## src/pkg/pwr_mode_pkg.sv

```systemverilog
// Constants, types and reset values for the accelerometer power mode control
// Summary of operation
// - Enable pin low: shut every block down and ignore all serial bus traffic.
// - Enable high, standby set: only power-on reset and digital logic, analog off.
// - Standby answers the bus, all registers read/write; host configures here.
// - Enable high, standby clear, boot done: every block on, bus still reachable.
// - Active to standby keeps every register value unchanged.
// - Standby to active resets a designated register subset; others keep values.
// - Self-test applies a test force; axis offset scales with full-scale range.
// - Self-test output is real acceleration plus test force, not force alone.
// - Results from base offset 0x00 are two's complement, zero g mid-range.
// - After enable rises, boot with trim load completes within the boot time.
// - After standby to active, first valid data after three ODR periods.
package pwr_mode_pkg;

  localparam int          DATA_W        = 12;
  localparam int          AXES          = 3;
  localparam logic [7:0]  OUT_BASE_ADDR = 8'h00;

  // Clock period and boot time (1.55 ms) in ns; longest time rounds down
  localparam int          CLK_PERIOD_NS = 4;
  localparam int          BOOT_TIME_NS  = 1_550_000;
  localparam int          BOOT_CYCLES   = BOOT_TIME_NS / CLK_PERIOD_NS;
  localparam int          BOOT_CNT_W    = 19;

  localparam logic [1:0]  TURN_ON_ODR_PERIODS = 2'h3;

  localparam logic [1:0]  FS_NONE = 2'h0;
  localparam logic [1:0]  FS_2G   = 2'h1;
  localparam logic [1:0]  FS_4G   = 2'h2;
  localparam logic [1:0]  FS_8G   = 2'h3;

  // Self-test shift at 2g range, counts: X -195, Y -195, Z +945
  localparam logic signed [DATA_W:0] ST_OFS_X = 13'h1f3d;
  localparam logic signed [DATA_W:0] ST_OFS_Y = 13'h1f3d;
  localparam logic signed [DATA_W:0] ST_OFS_Z = 13'h03b1;

  typedef enum logic [1:0] {
    MODE_SHUTDOWN = 2'b00,
    MODE_BOOT     = 2'b01,
    MODE_STANDBY  = 2'b10,
    MODE_ACTIVE   = 2'b11
  } mode_t;

  typedef logic [AXES-1:0][DATA_W-1:0] axes_t;

  typedef struct packed {
    mode_t                 mode;
    logic [BOOT_CNT_W-1:0] boot_cnt;
    logic [1:0]            odr_cnt;
    logic                  subset_clr;
  } ctrl_state_t;

  localparam ctrl_state_t CTRL_RST = '{mode: MODE_SHUTDOWN, boot_cnt: 19'h00000,
                                       odr_cnt: 2'h0, subset_clr: 1'b0};

  typedef struct packed {
    axes_t data;
    logic  vld;
  } fmt_state_t;

  localparam fmt_state_t FMT_RST = '{data: 36'h000000000, vld: 1'b0};

endpackage

```

## src/pkg/sample_path_if.sv

```systemverilog
// Interface carrying samples between the mode controller and the formatter
`timescale 1ns/100ps
interface sample_path_if;
  logic                 sample_vld;
  pwr_mode_pkg::axes_t  accel;
  logic                 self_test;
  logic [1:0]           fs_sel;
  logic                 data_clr;
  pwr_mode_pkg::axes_t  out_data;
  logic                 out_vld;

  modport ctrl (output sample_vld, output accel, output self_test, output fs_sel,
                output data_clr, input out_data, input out_vld);
  modport fmt  (input sample_vld, input accel, input self_test, input fs_sel,
                input data_clr, output out_data, output out_vld);
endinterface

```

## src/rtl/accel_out_format.sv

```systemverilog
// Output formatter: self-test sum, saturation, two's complement result hold
`timescale 1ns/100ps
module accel_out_format (
  input  wire logic       i_core_clk,
  input  wire logic       i_arst_n,
  sample_path_if.fmt      sp
);

  pwr_mode_pkg::fmt_state_t st_r;
  pwr_mode_pkg::fmt_state_t st_nxt;
  // Net, since each axis drives its own slice from the generate loop
  wire pwr_mode_pkg::axes_t axis_nxt;
  logic [1:0]               st_shift;

  // Sensitivity halves per range step, so the test force in counts does too
  always_comb begin
    case (sp.fs_sel)
      pwr_mode_pkg::FS_4G: st_shift = 2'h1;
      pwr_mode_pkg::FS_8G: st_shift = 2'h2;
      default:             st_shift = 2'h0;
    endcase
  end

  genvar g;
  generate
    for (g = 0; g < pwr_mode_pkg::AXES; g++) begin : g_axis
      logic signed [pwr_mode_pkg::DATA_W:0] ofs;
      logic signed [pwr_mode_pkg::DATA_W:0] sum;
      assign ofs = (g == 0) ? pwr_mode_pkg::ST_OFS_X :
                   (g == 1) ? pwr_mode_pkg::ST_OFS_Y : pwr_mode_pkg::ST_OFS_Z;
      // Real signal plus test force, never the force alone
      assign sum = $signed({sp.accel[g][pwr_mode_pkg::DATA_W-1], sp.accel[g]})
                 + (sp.self_test ? (ofs >>> st_shift) : 13'sh0000);
      // Saturate to the 12-bit two's complement range
      assign axis_nxt[g] = (sum[12] != sum[11]) ? {sum[12], {11{~sum[12]}}} : sum[11:0];
    end
  endgenerate

  always_comb begin
    st_nxt     = st_r;
    st_nxt.vld = sp.sample_vld;
    if (sp.data_clr) begin
      st_nxt = pwr_mode_pkg::FMT_RST;
    end else if (sp.sample_vld) begin
      st_nxt.data = axis_nxt;
    end
  end

  always_ff @(posedge i_core_clk or negedge i_arst_n) begin
    if (!i_arst_n) begin
      st_r <= pwr_mode_pkg::FMT_RST;
    end else begin
      st_r <= st_nxt;
    end
  end

  assign sp.out_data = st_r.data;
  assign sp.out_vld  = st_r.vld;

  property p_plain_pass;
    @(posedge i_core_clk) disable iff (!i_arst_n)
      sp.sample_vld && !sp.self_test && !sp.data_clr |=> sp.out_data == $past(sp.accel);
  endproperty
  a_plain_pass: assert property (p_plain_pass)
    else $error("Sample not passed through unchanged");

  property p_st_sum;
    @(posedge i_core_clk) disable iff (!i_arst_n)
      sp.sample_vld && sp.self_test && !sp.data_clr && sp.fs_sel == pwr_mode_pkg::FS_2G
      && sp.accel[0] == 12'h064 && sp.accel[2] == 12'h000
      |=> sp.out_data[0] == 12'hfa1 && sp.out_data[2] == 12'h3b1 && sp.out_vld;
  endproperty
  a_st_sum: assert property (p_st_sum)
    else $error("Self-test output is not signal plus test force");

  property p_st_scale;
    @(posedge i_core_clk) disable iff (!i_arst_n)
      sp.sample_vld && sp.self_test && !sp.data_clr && sp.fs_sel == pwr_mode_pkg::FS_8G
      && sp.accel[2] == 12'h000 |=> sp.out_data[2] == 12'h0ec;
  endproperty
  a_st_scale: assert property (p_st_scale)
    else $error("Self-test offset not scaled by full-scale range");

endmodule

```

## src/rtl/sensor_power_mode_control.sv

```systemverilog
// Operating mode control: shutdown, boot, standby, active and sample gating
`timescale 1ns/100ps
module sensor_power_mode_control #(
  parameter int BOOT_CYCLES = pwr_mode_pkg::BOOT_CYCLES
) (
  input  wire logic        i_core_clk,
  input  wire logic        i_arst_n,
  input  wire logic        i_en,
  input  wire logic        i_standby,
  input  wire logic        i_self_test,
  input  wire logic [1:0]  i_fs_sel,
  input  wire logic        i_odr_tick,
  input  wire logic        i_sample_vld,
  input  wire logic [11:0] i_accel_x,
  input  wire logic [11:0] i_accel_y,
  input  wire logic [11:0] i_accel_z,
  output logic             o_por_en,
  output logic             o_digital_en,
  output logic             o_analog_en,
  output logic             o_bus_listen,
  output logic             o_trim_load,
  output logic             o_boot_done,
  output logic             o_reg_clear,
  output logic             o_subset_clr,
  output logic             o_st_drive,
  output logic [11:0]      o_accel_x,
  output logic [11:0]      o_accel_y,
  output logic [11:0]      o_accel_z,
  output logic             o_data_vld
);

  localparam logic [pwr_mode_pkg::BOOT_CNT_W-1:0] BOOT_LAST =
    pwr_mode_pkg::BOOT_CNT_W'(BOOT_CYCLES - 1);

  pwr_mode_pkg::ctrl_state_t st_r;
  pwr_mode_pkg::ctrl_state_t st_nxt;
  logic                      boot_done;
  logic                      active_on;
  logic                      data_ok;
  logic                      go_active;

  sample_path_if sp ();

  assign boot_done = (st_r.mode == pwr_mode_pkg::MODE_STANDBY) ||
                     (st_r.mode == pwr_mode_pkg::MODE_ACTIVE);
  assign data_ok   = (st_r.odr_cnt == pwr_mode_pkg::TURN_ON_ODR_PERIODS);
  assign go_active = (st_r.mode == pwr_mode_pkg::MODE_STANDBY) && i_en && !i_standby;

  // Enables come straight from the pin and bit, so they follow in the same cycle
  assign o_por_en     = i_en;
  assign o_digital_en = i_en;
  assign active_on    = i_en && !i_standby && boot_done;
  assign o_analog_en  = active_on;
  // Bus stays deaf through boot; the register file is not yet trimmed
  assign o_bus_listen = i_en && boot_done;
  assign o_trim_load  = i_en && (st_r.mode == pwr_mode_pkg::MODE_BOOT);
  assign o_boot_done  = boot_done;
  // Shutdown loses all digital state; standby never clears anything
  assign o_reg_clear  = !i_en || (st_r.mode == pwr_mode_pkg::MODE_SHUTDOWN);
  assign o_subset_clr = st_r.subset_clr;
  assign o_st_drive   = i_self_test && active_on;

  always_comb begin
    st_nxt            = st_r;
    st_nxt.subset_clr = 1'b0;
    if (!i_en) begin
      st_nxt = pwr_mode_pkg::CTRL_RST;
    end else begin
      case (st_r.mode)
        pwr_mode_pkg::MODE_SHUTDOWN: begin
          st_nxt.mode     = pwr_mode_pkg::MODE_BOOT;
          st_nxt.boot_cnt = '0;
        end
        pwr_mode_pkg::MODE_BOOT: begin
          if (st_r.boot_cnt == BOOT_LAST) begin
            st_nxt.mode    = i_standby ? pwr_mode_pkg::MODE_STANDBY
                                       : pwr_mode_pkg::MODE_ACTIVE;
            st_nxt.odr_cnt = 2'h0;
          end else begin
            st_nxt.boot_cnt = st_r.boot_cnt + 1'b1;
          end
        end
        pwr_mode_pkg::MODE_STANDBY: begin
          if (!i_standby) begin
            st_nxt.mode       = pwr_mode_pkg::MODE_ACTIVE;
            st_nxt.subset_clr = 1'b1;
            st_nxt.odr_cnt    = 2'h0;
          end
        end
        pwr_mode_pkg::MODE_ACTIVE: begin
          if (i_standby) begin
            // Nothing is cleared on the way down; registers hold as they are
            st_nxt.mode = pwr_mode_pkg::MODE_STANDBY;
          end else if (i_odr_tick && !data_ok) begin
            st_nxt.odr_cnt = st_r.odr_cnt + 1'b1;
          end
        end
        default: begin
          st_nxt = pwr_mode_pkg::CTRL_RST;
        end
      endcase
    end
  end

  always_ff @(posedge i_core_clk or negedge i_arst_n) begin
    if (!i_arst_n) begin
      st_r <= pwr_mode_pkg::CTRL_RST;
    end else begin
      st_r <= st_nxt;
    end
  end

  // Samples pass only once the analog path has settled
  assign sp.sample_vld = i_sample_vld && active_on &&
                         (st_r.mode == pwr_mode_pkg::MODE_ACTIVE) && data_ok;
  assign sp.accel      = {i_accel_z, i_accel_y, i_accel_x};
  assign sp.self_test  = i_self_test;
  assign sp.fs_sel     = i_fs_sel;
  assign sp.data_clr   = o_reg_clear;

  accel_out_format u_fmt (
    .i_core_clk (i_core_clk),
    .i_arst_n   (i_arst_n),
    .sp         (sp.fmt)
  );

  assign o_accel_x  = sp.out_data[0];
  assign o_accel_y  = sp.out_data[1];
  assign o_accel_z  = sp.out_data[2];
  assign o_data_vld = sp.out_vld;

  logic [pwr_mode_pkg::BOOT_CNT_W-1:0] boot_cnt;
  logic [1:0]                          odr_cnt;
  assign boot_cnt = st_r.boot_cnt;
  assign odr_cnt  = st_r.odr_cnt;

  property p_shutdown_deaf;
    @(posedge i_core_clk) disable iff (!i_arst_n)
      !i_en |-> !o_bus_listen && !o_analog_en && !o_st_drive && o_reg_clear
      ##1 st_r.mode == pwr_mode_pkg::MODE_SHUTDOWN;
  endproperty
  a_shutdown_deaf: assert property (p_shutdown_deaf)
    else $error("Block still alive with enable low");

  property p_standby_analog_off;
    @(posedge i_core_clk) disable iff (!i_arst_n)
      i_en && i_standby |-> !o_analog_en && o_digital_en && o_por_en;
  endproperty
  a_standby_analog_off: assert property (p_standby_analog_off)
    else $error("Analog path on in standby");

  property p_standby_bus;
    @(posedge i_core_clk) disable iff (!i_arst_n)
      i_en && st_r.mode == pwr_mode_pkg::MODE_STANDBY |-> o_bus_listen && !o_reg_clear;
  endproperty
  a_standby_bus: assert property (p_standby_bus)
    else $error("Bus not served in standby");

  property p_active_all_on;
    @(posedge i_core_clk) disable iff (!i_arst_n)
      i_en && !i_standby && st_r.mode == pwr_mode_pkg::MODE_ACTIVE
      |-> o_analog_en && o_digital_en && o_por_en && o_bus_listen;
  endproperty
  a_active_all_on: assert property (p_active_all_on)
    else $error("Block missing in active mode");

  property p_keep_on_standby;
    @(posedge i_core_clk) disable iff (!i_arst_n)
      i_en && i_standby && st_r.mode == pwr_mode_pkg::MODE_ACTIVE
      |=> !o_subset_clr && st_r.mode == pwr_mode_pkg::MODE_STANDBY && $stable(o_accel_x)
          && $stable(o_accel_z);
  endproperty
  a_keep_on_standby: assert property (p_keep_on_standby)
    else $error("State disturbed on active to standby");

  property p_subset_pulse;
    @(posedge i_core_clk) disable iff (!i_arst_n)
      go_active |=> o_subset_clr && o_reg_clear == !i_en ##1 !o_subset_clr;
  endproperty
  a_subset_pulse: assert property (p_subset_pulse)
    else $error("Subset reset not a single pulse on standby to active");

  property p_subset_only_wake;
    @(posedge i_core_clk) disable iff (!i_arst_n)
      o_subset_clr |-> $past(st_r.mode) == pwr_mode_pkg::MODE_STANDBY;
  endproperty
  a_subset_only_wake: assert property (p_subset_only_wake)
    else $error("Subset reset outside standby to active");

  property p_boot_time;
    @(posedge i_core_clk) disable iff (!i_arst_n)
      $rose(boot_done) |-> $past(boot_cnt) == BOOT_LAST && o_bus_listen == i_en;
  endproperty
  a_boot_time: assert property (p_boot_time)
    else $error("Boot ended at the wrong count");

  property p_turn_on;
    @(posedge i_core_clk) disable iff (!i_arst_n)
      go_active |=> !sp.sample_vld [*3];
  endproperty
  a_turn_on: assert property (p_turn_on)
    else $error("Sample taken too soon after wake");

  property p_valid_after_ticks;
    @(posedge i_core_clk) disable iff (!i_arst_n)
      sp.sample_vld |-> odr_cnt == pwr_mode_pkg::TURN_ON_ODR_PERIODS ##1 o_data_vld;
  endproperty
  a_valid_after_ticks: assert property (p_valid_after_ticks)
    else $error("Valid data before three ODR periods");

  property p_same_cycle;
    @(posedge i_core_clk) disable iff (!i_arst_n)
      $rose(i_standby) && st_r.mode == pwr_mode_pkg::MODE_ACTIVE
      |-> !o_analog_en ##1 (!o_analog_en || !i_standby);
  endproperty
  a_same_cycle: assert property (p_same_cycle)
    else $error("Analog enable lagged the standby bit");

endmodule

```

## config.mk

```make
export PLATFORM = sky130hd
export DESIGN_NAME = sensor_power_mode_control
export DESIGN_NICKNAME = d
export VERILOG_FILES = /design/src/pkg/pwr_mode_pkg.sv /design/src/pkg/sample_path_if.sv /design/src/rtl/accel_out_format.sv /design/src/rtl/sensor_power_mode_control.sv
export SDC_FILE = /design/constraint.sdc
export NUM_CORES = 1
export LEC_CHECK = 0
export BUFFER_PORTS_ARGS = -buffer_cell sky130_fd_sc_hd__buf_2
export CAP_MARGIN = 20
export CORE_MARGIN = 3
export CORE_UTILIZATION = 60
export CTS_CLUSTER_SIZE = 14
export DETAILED_ROUTE_END_ITERATION = 8
export HOLD_SLACK_MARGIN = 0.05
export PLACE_DENSITY = 0.86
export SETUP_SLACK_MARGIN = 0.05
export SLEW_MARGIN = 20
export SYNTH_ARGS = -nofsm -noshare
export SYNTH_HDL_FRONTEND = slang
export SYNTH_SLANG_ARGS = --single-unit
```

## constraint.sdc

```tcl
create_clock -name i_core_clk -period 5.1 [get_ports i_core_clk]
set_input_delay 0.765 -clock i_core_clk [delete_from_list [all_inputs] [get_ports i_core_clk]]
set_output_delay 0.765 -clock i_core_clk [all_outputs]
set_load 0.05 [all_outputs]
```

======== Word-level counts from Yosys, hierarchy flattened ========
Index checks and enable logic that the tools add are counted.
operators by class
  add/subtract/negate cells ............... 5
  equality and inequality tests ........... 18
  shifts and indexed selects .............. 2
  muxes and demuxes ....................... 23
  bitwise logic cells ..................... 3
  reduce and logical (&&, ||, !) cells .... 19
operator list
  cell                    number
  $mux 36                 2
  $add 12x13->13          3
  $pmux 19 s2             1
  $mux 12                 3
  $mux 13                 2
  $mux 24                 1
  $add 19x1->19 const B   1
  $eq 19x19->1 const B    1
  $mux 19                 1
  $sshr 11x2->13 const A  1
  $sshr 9x2->13 const A   1
  $mux 2                  6
  $ne 3x3->1 const B      4
  $eq 2x2->1 const B      5
  $logic_and 1x1->1       9
  $pmux 2 s4              1
  $ne 3x2->1 const B      2
  $pmux 2 s3              1
  $reduce_and 5->1        1
  $ne 4x1->1 const B      1
  $pmux 2 s2              1
  $logic_not 1->1         3
  $mux 1                  3
  $mux 3                  1
  10 further kinds        15
word-level totals
  flip-flop bits (word level) ............. 61
  output and inout bits ................... 46
  word-level logic and storage cells ...... 78

======== Depth between registers and ports, before layout ========
Gate-level depths: netlist of run 1.
  word-level depth ........................ 9
  gate-level depth with buffers ........... 19

======== Cells and area by module ========
A second synthesis of run 1 with hierarchy kept.
unflattened totals
  cells, all modules ...................... 545
  area total of the unflattened synthesis .. 4802.1 um^2
by module, submodules not included
  module                     times used  cells each  area an instance (um^2)
  accel_out_format           1           401         3435.8
  sensor_power_mode_control  1           144         1366.3

======== Least setup slack after synthesis of run 1 ========
OpenSTA, ideal clock, no wires.
  kind .................................... input-to-reg
  from .................................... input port i_fs_sel[0]
  to ...................................... register u_fmt.st_r, in the netlist u_fmt.sp.out_data[13]
  arrival time ............................ 3.964 ns
  required time ........................... 4.967 ns
  slack ................................... 1.003 ns
  stages .................................. 19
  path buffers ............................ 2
  cell sequence ........................... nand2b_1 -> buf_6 -> ha_1 -> nand2b_1 -> inv_1 -> ha_1 -> and3_1 -> a31oi_1 -> o21ai_0 -> a31oi_1 -> o21ai_0 -> a21o_1 -> a21oi_1 -> xnor2_1 -> ha_1 -> a21oi_1 -> a21oi_1 -> clkbuf_1 -> o21ai_0
on the way
  cells in the longest elaborated chain, start to end .. 9
  elaborated cells on any way between the ends .. 11
ends and longest elaborated chain
  element                                  RTL line                         text
  from (decl)                              sensor_power_mode_control.sv:11  input wire logic [1:0] i_fs_sel,
  $eq 2x2->1                               accel_out_format.sv:17           case (sp.fs_sel)
  $pmux 2 s2 (*)                           accel_out_format.sv:17
  $sshr 9x2->13 (*)                        accel_out_format.sv:33           + (sp.self_test ? (ofs >>> st_shift) : 13'sh0000);
  $mux 13 (*)                              accel_out_format.sv:33
  $add 12x13->13 (*)                       accel_out_format.sv:33
  $ne 1x1->1 or $not 1->1 (tied branches)  accel_out_format.sv:35           assign axis_nxt[g] = (sum[12] != sum[11]) ? {sum[12], {11{~sum[12]}}} : sum[11:0];
  $mux 12 (*)                              accel_out_format.sv:35
  $mux 36 (*)                              accel_out_format.sv:44           end else if (sp.sample_vld) begin
  $mux 36 (*)                              accel_out_format.sv:42           if (sp.data_clr) begin
  to (signal assigned)                     accel_out_format.sv:51           st_r <= pwr_mode_pkg::FMT_RST;
  to (signal assigned)                     accel_out_format.sv:53           st_r <= st_nxt;
  to (decl)                                accel_out_format.sv:9            pwr_mode_pkg::fmt_state_t st_r;
Mark *: on every way between the ends. The rest lies on a longest branch, timed or not. The select of a mux whose other input is x is not followed.
A chain may end at the register's enable or synchronous reset.

======== Final worst setup path of run 1 ========
  from .................................... input port i_fs_sel[0]
  to ...................................... register u_fmt.st_r, in the netlist u_fmt.sp.out_data[17]
Same word-level chain as after synthesis.

==> impl_metrics.yaml, run 1 <==
floorplanning:
  die_h_um: 91.7
  die_area_um2: 8410
  start_util_pct: 63.5
  num_rows: 30
  fp.dieW_um: 91.7
  io_pins: 91
  core_um2: 6940
worst_setup_path:
  crit_top_cell: "a21oi_1"
  critical_path_class: "primary input to flip-flop"
  endpoint_kind: "flip-flop"
  crit_chain: "buf_2 > nand2b_1 > ha_1 > nand2b_1 > inv_1 > fa_1 > a21o_1 > a21oi_1 > maj3_1 > o211a_1 > a211oi_1 > a21o_1 > nand2_1 > ha_1 > a21oi_1 > a21oi_1 > buf_4 > o21ai_0"
  reg2regPathDepth: 8
  r2r_end: "boot_cnt[9]"
  slowest_delay_ns: 0.49
  timing.rr.start: "boot_cnt[10]"
  crit_fanout: 12
  cp_data_arrival_time_ns: 4.54
  slowest_stage: "ha_1"
  regToRegSetupSlack_ns: 2.37
  worstPathRequired_ns: 5.32
  cp-start-kind: "primary input"
synthesis:
  synth_area_um2: 4410
  avgSynthCellArea_um2: 8.64
  seq_area_frac_synth_pct: 34.6
  yosysTopAreaCellShare_pct: 34.6
  synth-async-reset-ratio_pct: 100
  synth_ff_type: "dfrtp_1"
  ys_ff_latch: 61
  synth_cell_types: 58
  synth_cells: 510
  ys_warn_count: 0
  synth-edff-count: 0
  synth_top_cell_by_area: "dfrtp_1"
  synth.area.top_cells: "dfrtp_1, ha_1, xnor2_1, nor2_1, o21ai_0"
grt:
  grt_max_degree: 62
  first_global_vias: 4085
  antenna_found_initial: 0
  grt_use_total_pct: 28.0
  grt_pass1_wl_um: 19100
  overflow: 0
layout:
  fillCellCount: 531
  nets: 682
  syn_to_final_growth_pct: 16.4
  drive_gt1_share_pct: 21.1
  antennaDiodeCount: 0
  mostFrequentLayoutCells: "buf_2, dfrtp_1, nor2_1"
  mostFrequentLayoutCell: "buf_2"
  finish.utilization_pct: 73.9
placed_design:
  io_buffer_count: 90
  hpwl_um: 8370
  gp_congestion: 0.934
clocking:
  cts-root-buf: "clkbuf_8"
  cts_resized: 0
  holdBufCountCts: 0
  post_cts_buffers: 0
  cts_sinks: 61
  numCtsBuffers: 9
  cts.reportedPaths.clkPinSlew_ns: 0.07
  cts_tree: "done"
  cts_buffer_depth: 2
  htree_levels: 3
  worstSkewPairLatency_ns: 0.34
route:
  drt-vias-per-instance: 5.91
  drc: 0
  firstDrtPassIters: 5
  drt_wl_total_um: 11500
  vias: 4128
  antenna_left: 0
  first_iter_violations: 222
  avgRoutedWirePerCell_um: 16.4
timing:
  fin_crit_sh_pct: 84.7
  worst_pin_slew_ns: 0.790
  drv_slew: 0
  finalHoldViolCount: 0
  timing.fmax_ghz: 0.231
  whs_ns: 0.475
  finalSetupViolations: 0
  min_period_ns: 4.32
  fin_skew_ns: 0.00541
  tns_ns: 0
  rsz0062_at_grt: "no"
  slew_headroom_pct: 47.4
power:
  pwr-share-comb_pct: 26.7
  sw_frac_of_total_pct: 32.5
  leakage_nw: 2.54
  seq_power_share_pct: 38.3
  p_int_mw: 0.865
  switchingPower_mw: 0.417
  power.total_mw: 1.28
  power_density_nw_per_um2: 250
  ir_worst_vdd_uv: 173
  p_clk_share_pct: 35.0
worst_hold_path:
  holdPathEnd: "u_fmt.sp.out_data[7]"
  hp-start: "u_fmt.sp.out_data[7]"
  hp-class: "flip-flop to flip-flop"
  min_path_cells: 2
flow_run:
  drv_cap: 0
status:
  status: "completed"
layout make-up:
class                   instances  area (um^2)  area share (%)
clock buffers                  11          151            2.95
clock inverters                 4         47.5           0.926
inverters                      18         67.6            1.32
multi-input cells             413         2730            53.2
flip-flops and latches         61         1530            29.7
well taps                      96          120            2.34
repair buffers                 95          488            9.51
Yosys cell counts, drive strengths merged (2+ instances only):
master   n
or3      5
a21o     8
a21oi   33
nor3    14
nand2   48
fa       3
and3     5
o21bai   2
buf      6
nand4    6
nor2    61
a221o    6
o21a     3
nand3   20
a31oi    7
and4     2
a2111o   2
inv     18
a22o     4
nor2b    9
o31ai    3
dfrtp   61
maj3     2
ha      36
a211oi   5
a311o    2
a31o     2
a311oi   2
clkbuf  13
nand3b   2
xnor2   27
xor2    16
o21ai   45
nand2b   9
and2     7
worst max path at each step:
stage	endpoint	start	cells after the start
final	u_fmt.sp.out_data[17]	i_fs_sel[0]	18
after global routing	u_fmt.sp.out_data[17]	i_fs_sel[0]	19
after CTS	u_fmt.sp.out_data[17]	i_fs_sel[0]	19
after detailed placement	u_fmt.sp.out_data[21]	i_fs_sel[0]	19
after global placement	u_fmt.sp.out_data[14]	i_fs_sel[0]	19
after floorplan	u_fmt.sp.out_data[13]	i_fs_sel[0]	19
per-layer routing:
| metal | up-vias | track usage (%) | routed length [um] |
|---|---|---|---|
| met5 | - | 0 | 0 |
| met1 | 1986 | 35.0 | 4780 |
| met2 | 138 | 48.4 | 5750 |
| met4 | 0 | 8.17 | 212 |
| li1 | 1984 | - | - |
| met3 | 20 | 6.48 | 712 |
power by group through the flow:
stage               clock network [mW]  registers (mW)  logic, mW
floorplan                            0           0.500      0.243
global placement                     0           0.500      0.322
detailed placement                   0           0.500      0.333
CTS                              0.450           0.491      0.337
global route                     0.472           0.492      0.378
finish                           0.449           0.491      0.342
through the flow:
stage	area [um^2]	setup slack [ns]	instances
floorplan	4410	1.00	511
global placement	4930	0.660	683
finish	5130	0.779	698
global route	5130	0.477	698
detailed placement	4930	0.464	683
CTS	5130	0.830	698
cells by family after synthesis:
kind of cell	count (synthesis)	share of synthesized area [%]
AO/OA/AOI/OAI	130	19.2
adder cells (fa/ha/maj)	41	12.0
flip-flops	61	34.6
multiplexers	2	0.766
AND/OR/NAND/NOR	195	21.1
other	1	0.0851
XOR/XNOR	43	8.54
buffers and inverters	37	3.66
registers in the layout, indices dropped and copies added, names as in the netlist:
register,count
boot_cnt,19
o_subset_clr,1
odr_cnt,2
st_r,2
u_fmt.sp.out_data,36
u_fmt.sp.out_vld,1
critical path, delay by kind of cell:
kind,cells,cell delay [ns]
AO/OA/AOI/OAI,8,1.49
adder cells (fa/ha/maj),4,1.32
buffers and inverters,3,0.54
AND/OR/NAND/NOR,3,0.41
Power figures use the tool's default switching activity.
==> run 2, diff against run 1 <==
- CORE_UTILIZATION: 60 -> 50
- PLACE_DENSITY: 0.86 -> 0.77
- clock period: 5.1 -> 3.6 ns (I/O delays scaled with it)
==> run 2 against run 1 <==
Non-clock buffer count grew 42; clock-buffer cell count shrank 2; register-to-register slack lost 1.6 ns; global-route usage shrank 5.3 points; largest power group unchanged.
==> impl_metrics.yaml, run 2 (synthesis results as in run 1) <==
status:
  status: "completed"
placed_design:
  gp_congestion: 0.873
  io_buffer_count: 90
  hpwl_um: 8490
  place_area_um2: 5290
floorplanning:
  io_pins: 91
  die_h_um: 99.9
  die_area_um2: 9980
  num_rows: 33
  fp.dieW_um: 99.9
  start_util_pct: 52.6
  core_um2: 8380
timing:
  worst_pin_slew_ns: 0.714
  fin_skew_ns: 0.0132
  fin_crit_sh_pct: 94.5
  timing.fmax_ghz: 0.294
  slew_headroom_pct: 52.0
  tns_ns: 0
  finalHoldViolCount: 0
  rsz0062_at_grt: "no"
  finalSetupViolations: 0
  min_period_ns: 3.40
  drv_slew: 0
layout:
  antennaDiodeCount: 0
  post-route-cell-area_um2: 5570
  largest_reg_flops: 36
  syn_to_final_growth_pct: 26.5
  mostFrequentLayoutCell: "buf_2"
  multi_input_area_um2: 2840
  fillCellCount: 696
  drive_gt1_share_pct: 29.1
  seqCellArea_um2: 1530
  mostFrequentLayoutCells: "buf_2, dfrtp_1, nor2_1"
  nets: 725
  finish.utilization_pct: 66.5
grt:
  first_global_vias: 4024
  grt_use_total_pct: 22.7
  grt_max_degree: 52
  overflow: 0
  grt_pass1_wl_um: 18400
  antenna_found_initial: 0
worst_setup_path:
  path_buf_inv: 2
  critical_path_class: "primary input to flip-flop"
  slowest_stage: "a2111o_1"
  r2r_end: "boot_cnt[9]"
  crit_fanout: 7
  cp-start-kind: "primary input"
  reg2regPathDepth: 8
  cp_data_arrival_time_ns: 3.63
  timing.rr.start: "boot_cnt[10]"
  worstPathRequired_ns: 3.83
  endpoint_kind: "flip-flop"
  regToRegSetupSlack_ns: 0.81
  crit_top_cell: "ha_1"
  slowest_delay_ns: 0.45
  critical-path-top-delay-family: "compound AO/OA/AOI/OAI gates"
  crit_chain: "buf_2 > nand2b_1 > ha_1 > and2_1 > ha_1 > buf_4 > a211oi_1 > nor2_1 > a2111o_1 > nand4_1 > a21oi_1 > a221o_2 > mux2i_4 > a311o_2"
flow_run:
  drv_cap: 0
power:
  power.total_mw: 1.90
  ir_worst_vdd_uv: 194
  power_density_nw_per_um2: 342
  leakage_nw: 2.77
route:
  vias: 4206
  antenna_left: 0
  drt-vias-per-instance: 5.60
  drt_wl_total_um: 11400
  drc: 0
  firstDrtPassIters: 5
  avgRoutedWirePerCell_um: 15.2
  first_iter_violations: 156
clocking:
  htree_levels: 3
  worstSkewPairLatency_ns: 0.35
  cts_sinks: 61
  cts-root-buf: "clkbuf_8"
  holdBufCountCts: 0
  cts_buffer_depth: 2
  numCtsBuffers: 9
  cts.reportedPaths.clkPinSlew_ns: 0.09
  cts_tree: "done"
worst_hold_path:
  hp-class: "primary input to async pin"
## run 2: layout make-up
cell class | count | area share [%]
clock inverters | 7 | 1.41
flip-flops and latches | 61 | 27.4
inverters | 18 | 1.26
well taps | 105 | 2.36
clock buffers | 9 | 2.22
repair buffers | 137 | 14.5
multi-input cells | 414 | 50.9
## run 2: timing repair
action                     4_1_cts  5_1_grt
buffers inserted                 0        1
setup endpoints to repair       11       29
resized for setup                1       19
pin swaps                        0        2
cloned                           0        1
## run 2: where the power goes
group          leakage [nW]  internal (mW)  total [mW]  switching, mW
Combinational          1.82          0.245       0.564          0.319
Clock                 0.105          0.329       0.645          0.315
Sequential            0.849          0.689       0.696        0.00679
Total                  2.77           1.26        1.90          0.641
## run 2: worst max-delay path by stage
stage | startpoint | to | cells after the start | slack (ns)
after detailed placement | i_fs_sel[0] | u_fmt.sp.out_data[12] | 18 | -0.42
final | i_fs_sel[0] | u_fmt.sp.out_data[31] | 14 | 0.20
after global routing | i_fs_sel[0] | u_fmt.sp.out_data[31] | 14 | 0.07
after global placement | i_fs_sel[0] | u_fmt.sp.out_data[16] | 18 | -0.29
after floorplan | i_fs_sel[0] | u_fmt.sp.out_data[13] | 18 | 0.05
after CTS | i_fs_sel[0] | u_fmt.sp.out_data[6] | 16 | 0.13
## run 2: metal layers
metal	vias up	routed length (um)	global-route usage, %
met3	30	580	5.07
met5	-	0	0
li1	2064	-	-
met2	114	5510	37.2
met1	1998	5010	29.5
met4	0	282	7.98
## run 2: metrics by stage
step	hold slack [ns]	setup WS [ns]	cells
after detailed placement	0.465	-0.421	733
after floorplan	0.244	0.0508	511
after global routing	0.253	0.0699	751
after global placement	0.460	-0.293	733
after CTS	0.383	0.126	749
final	0.201	0.199	751
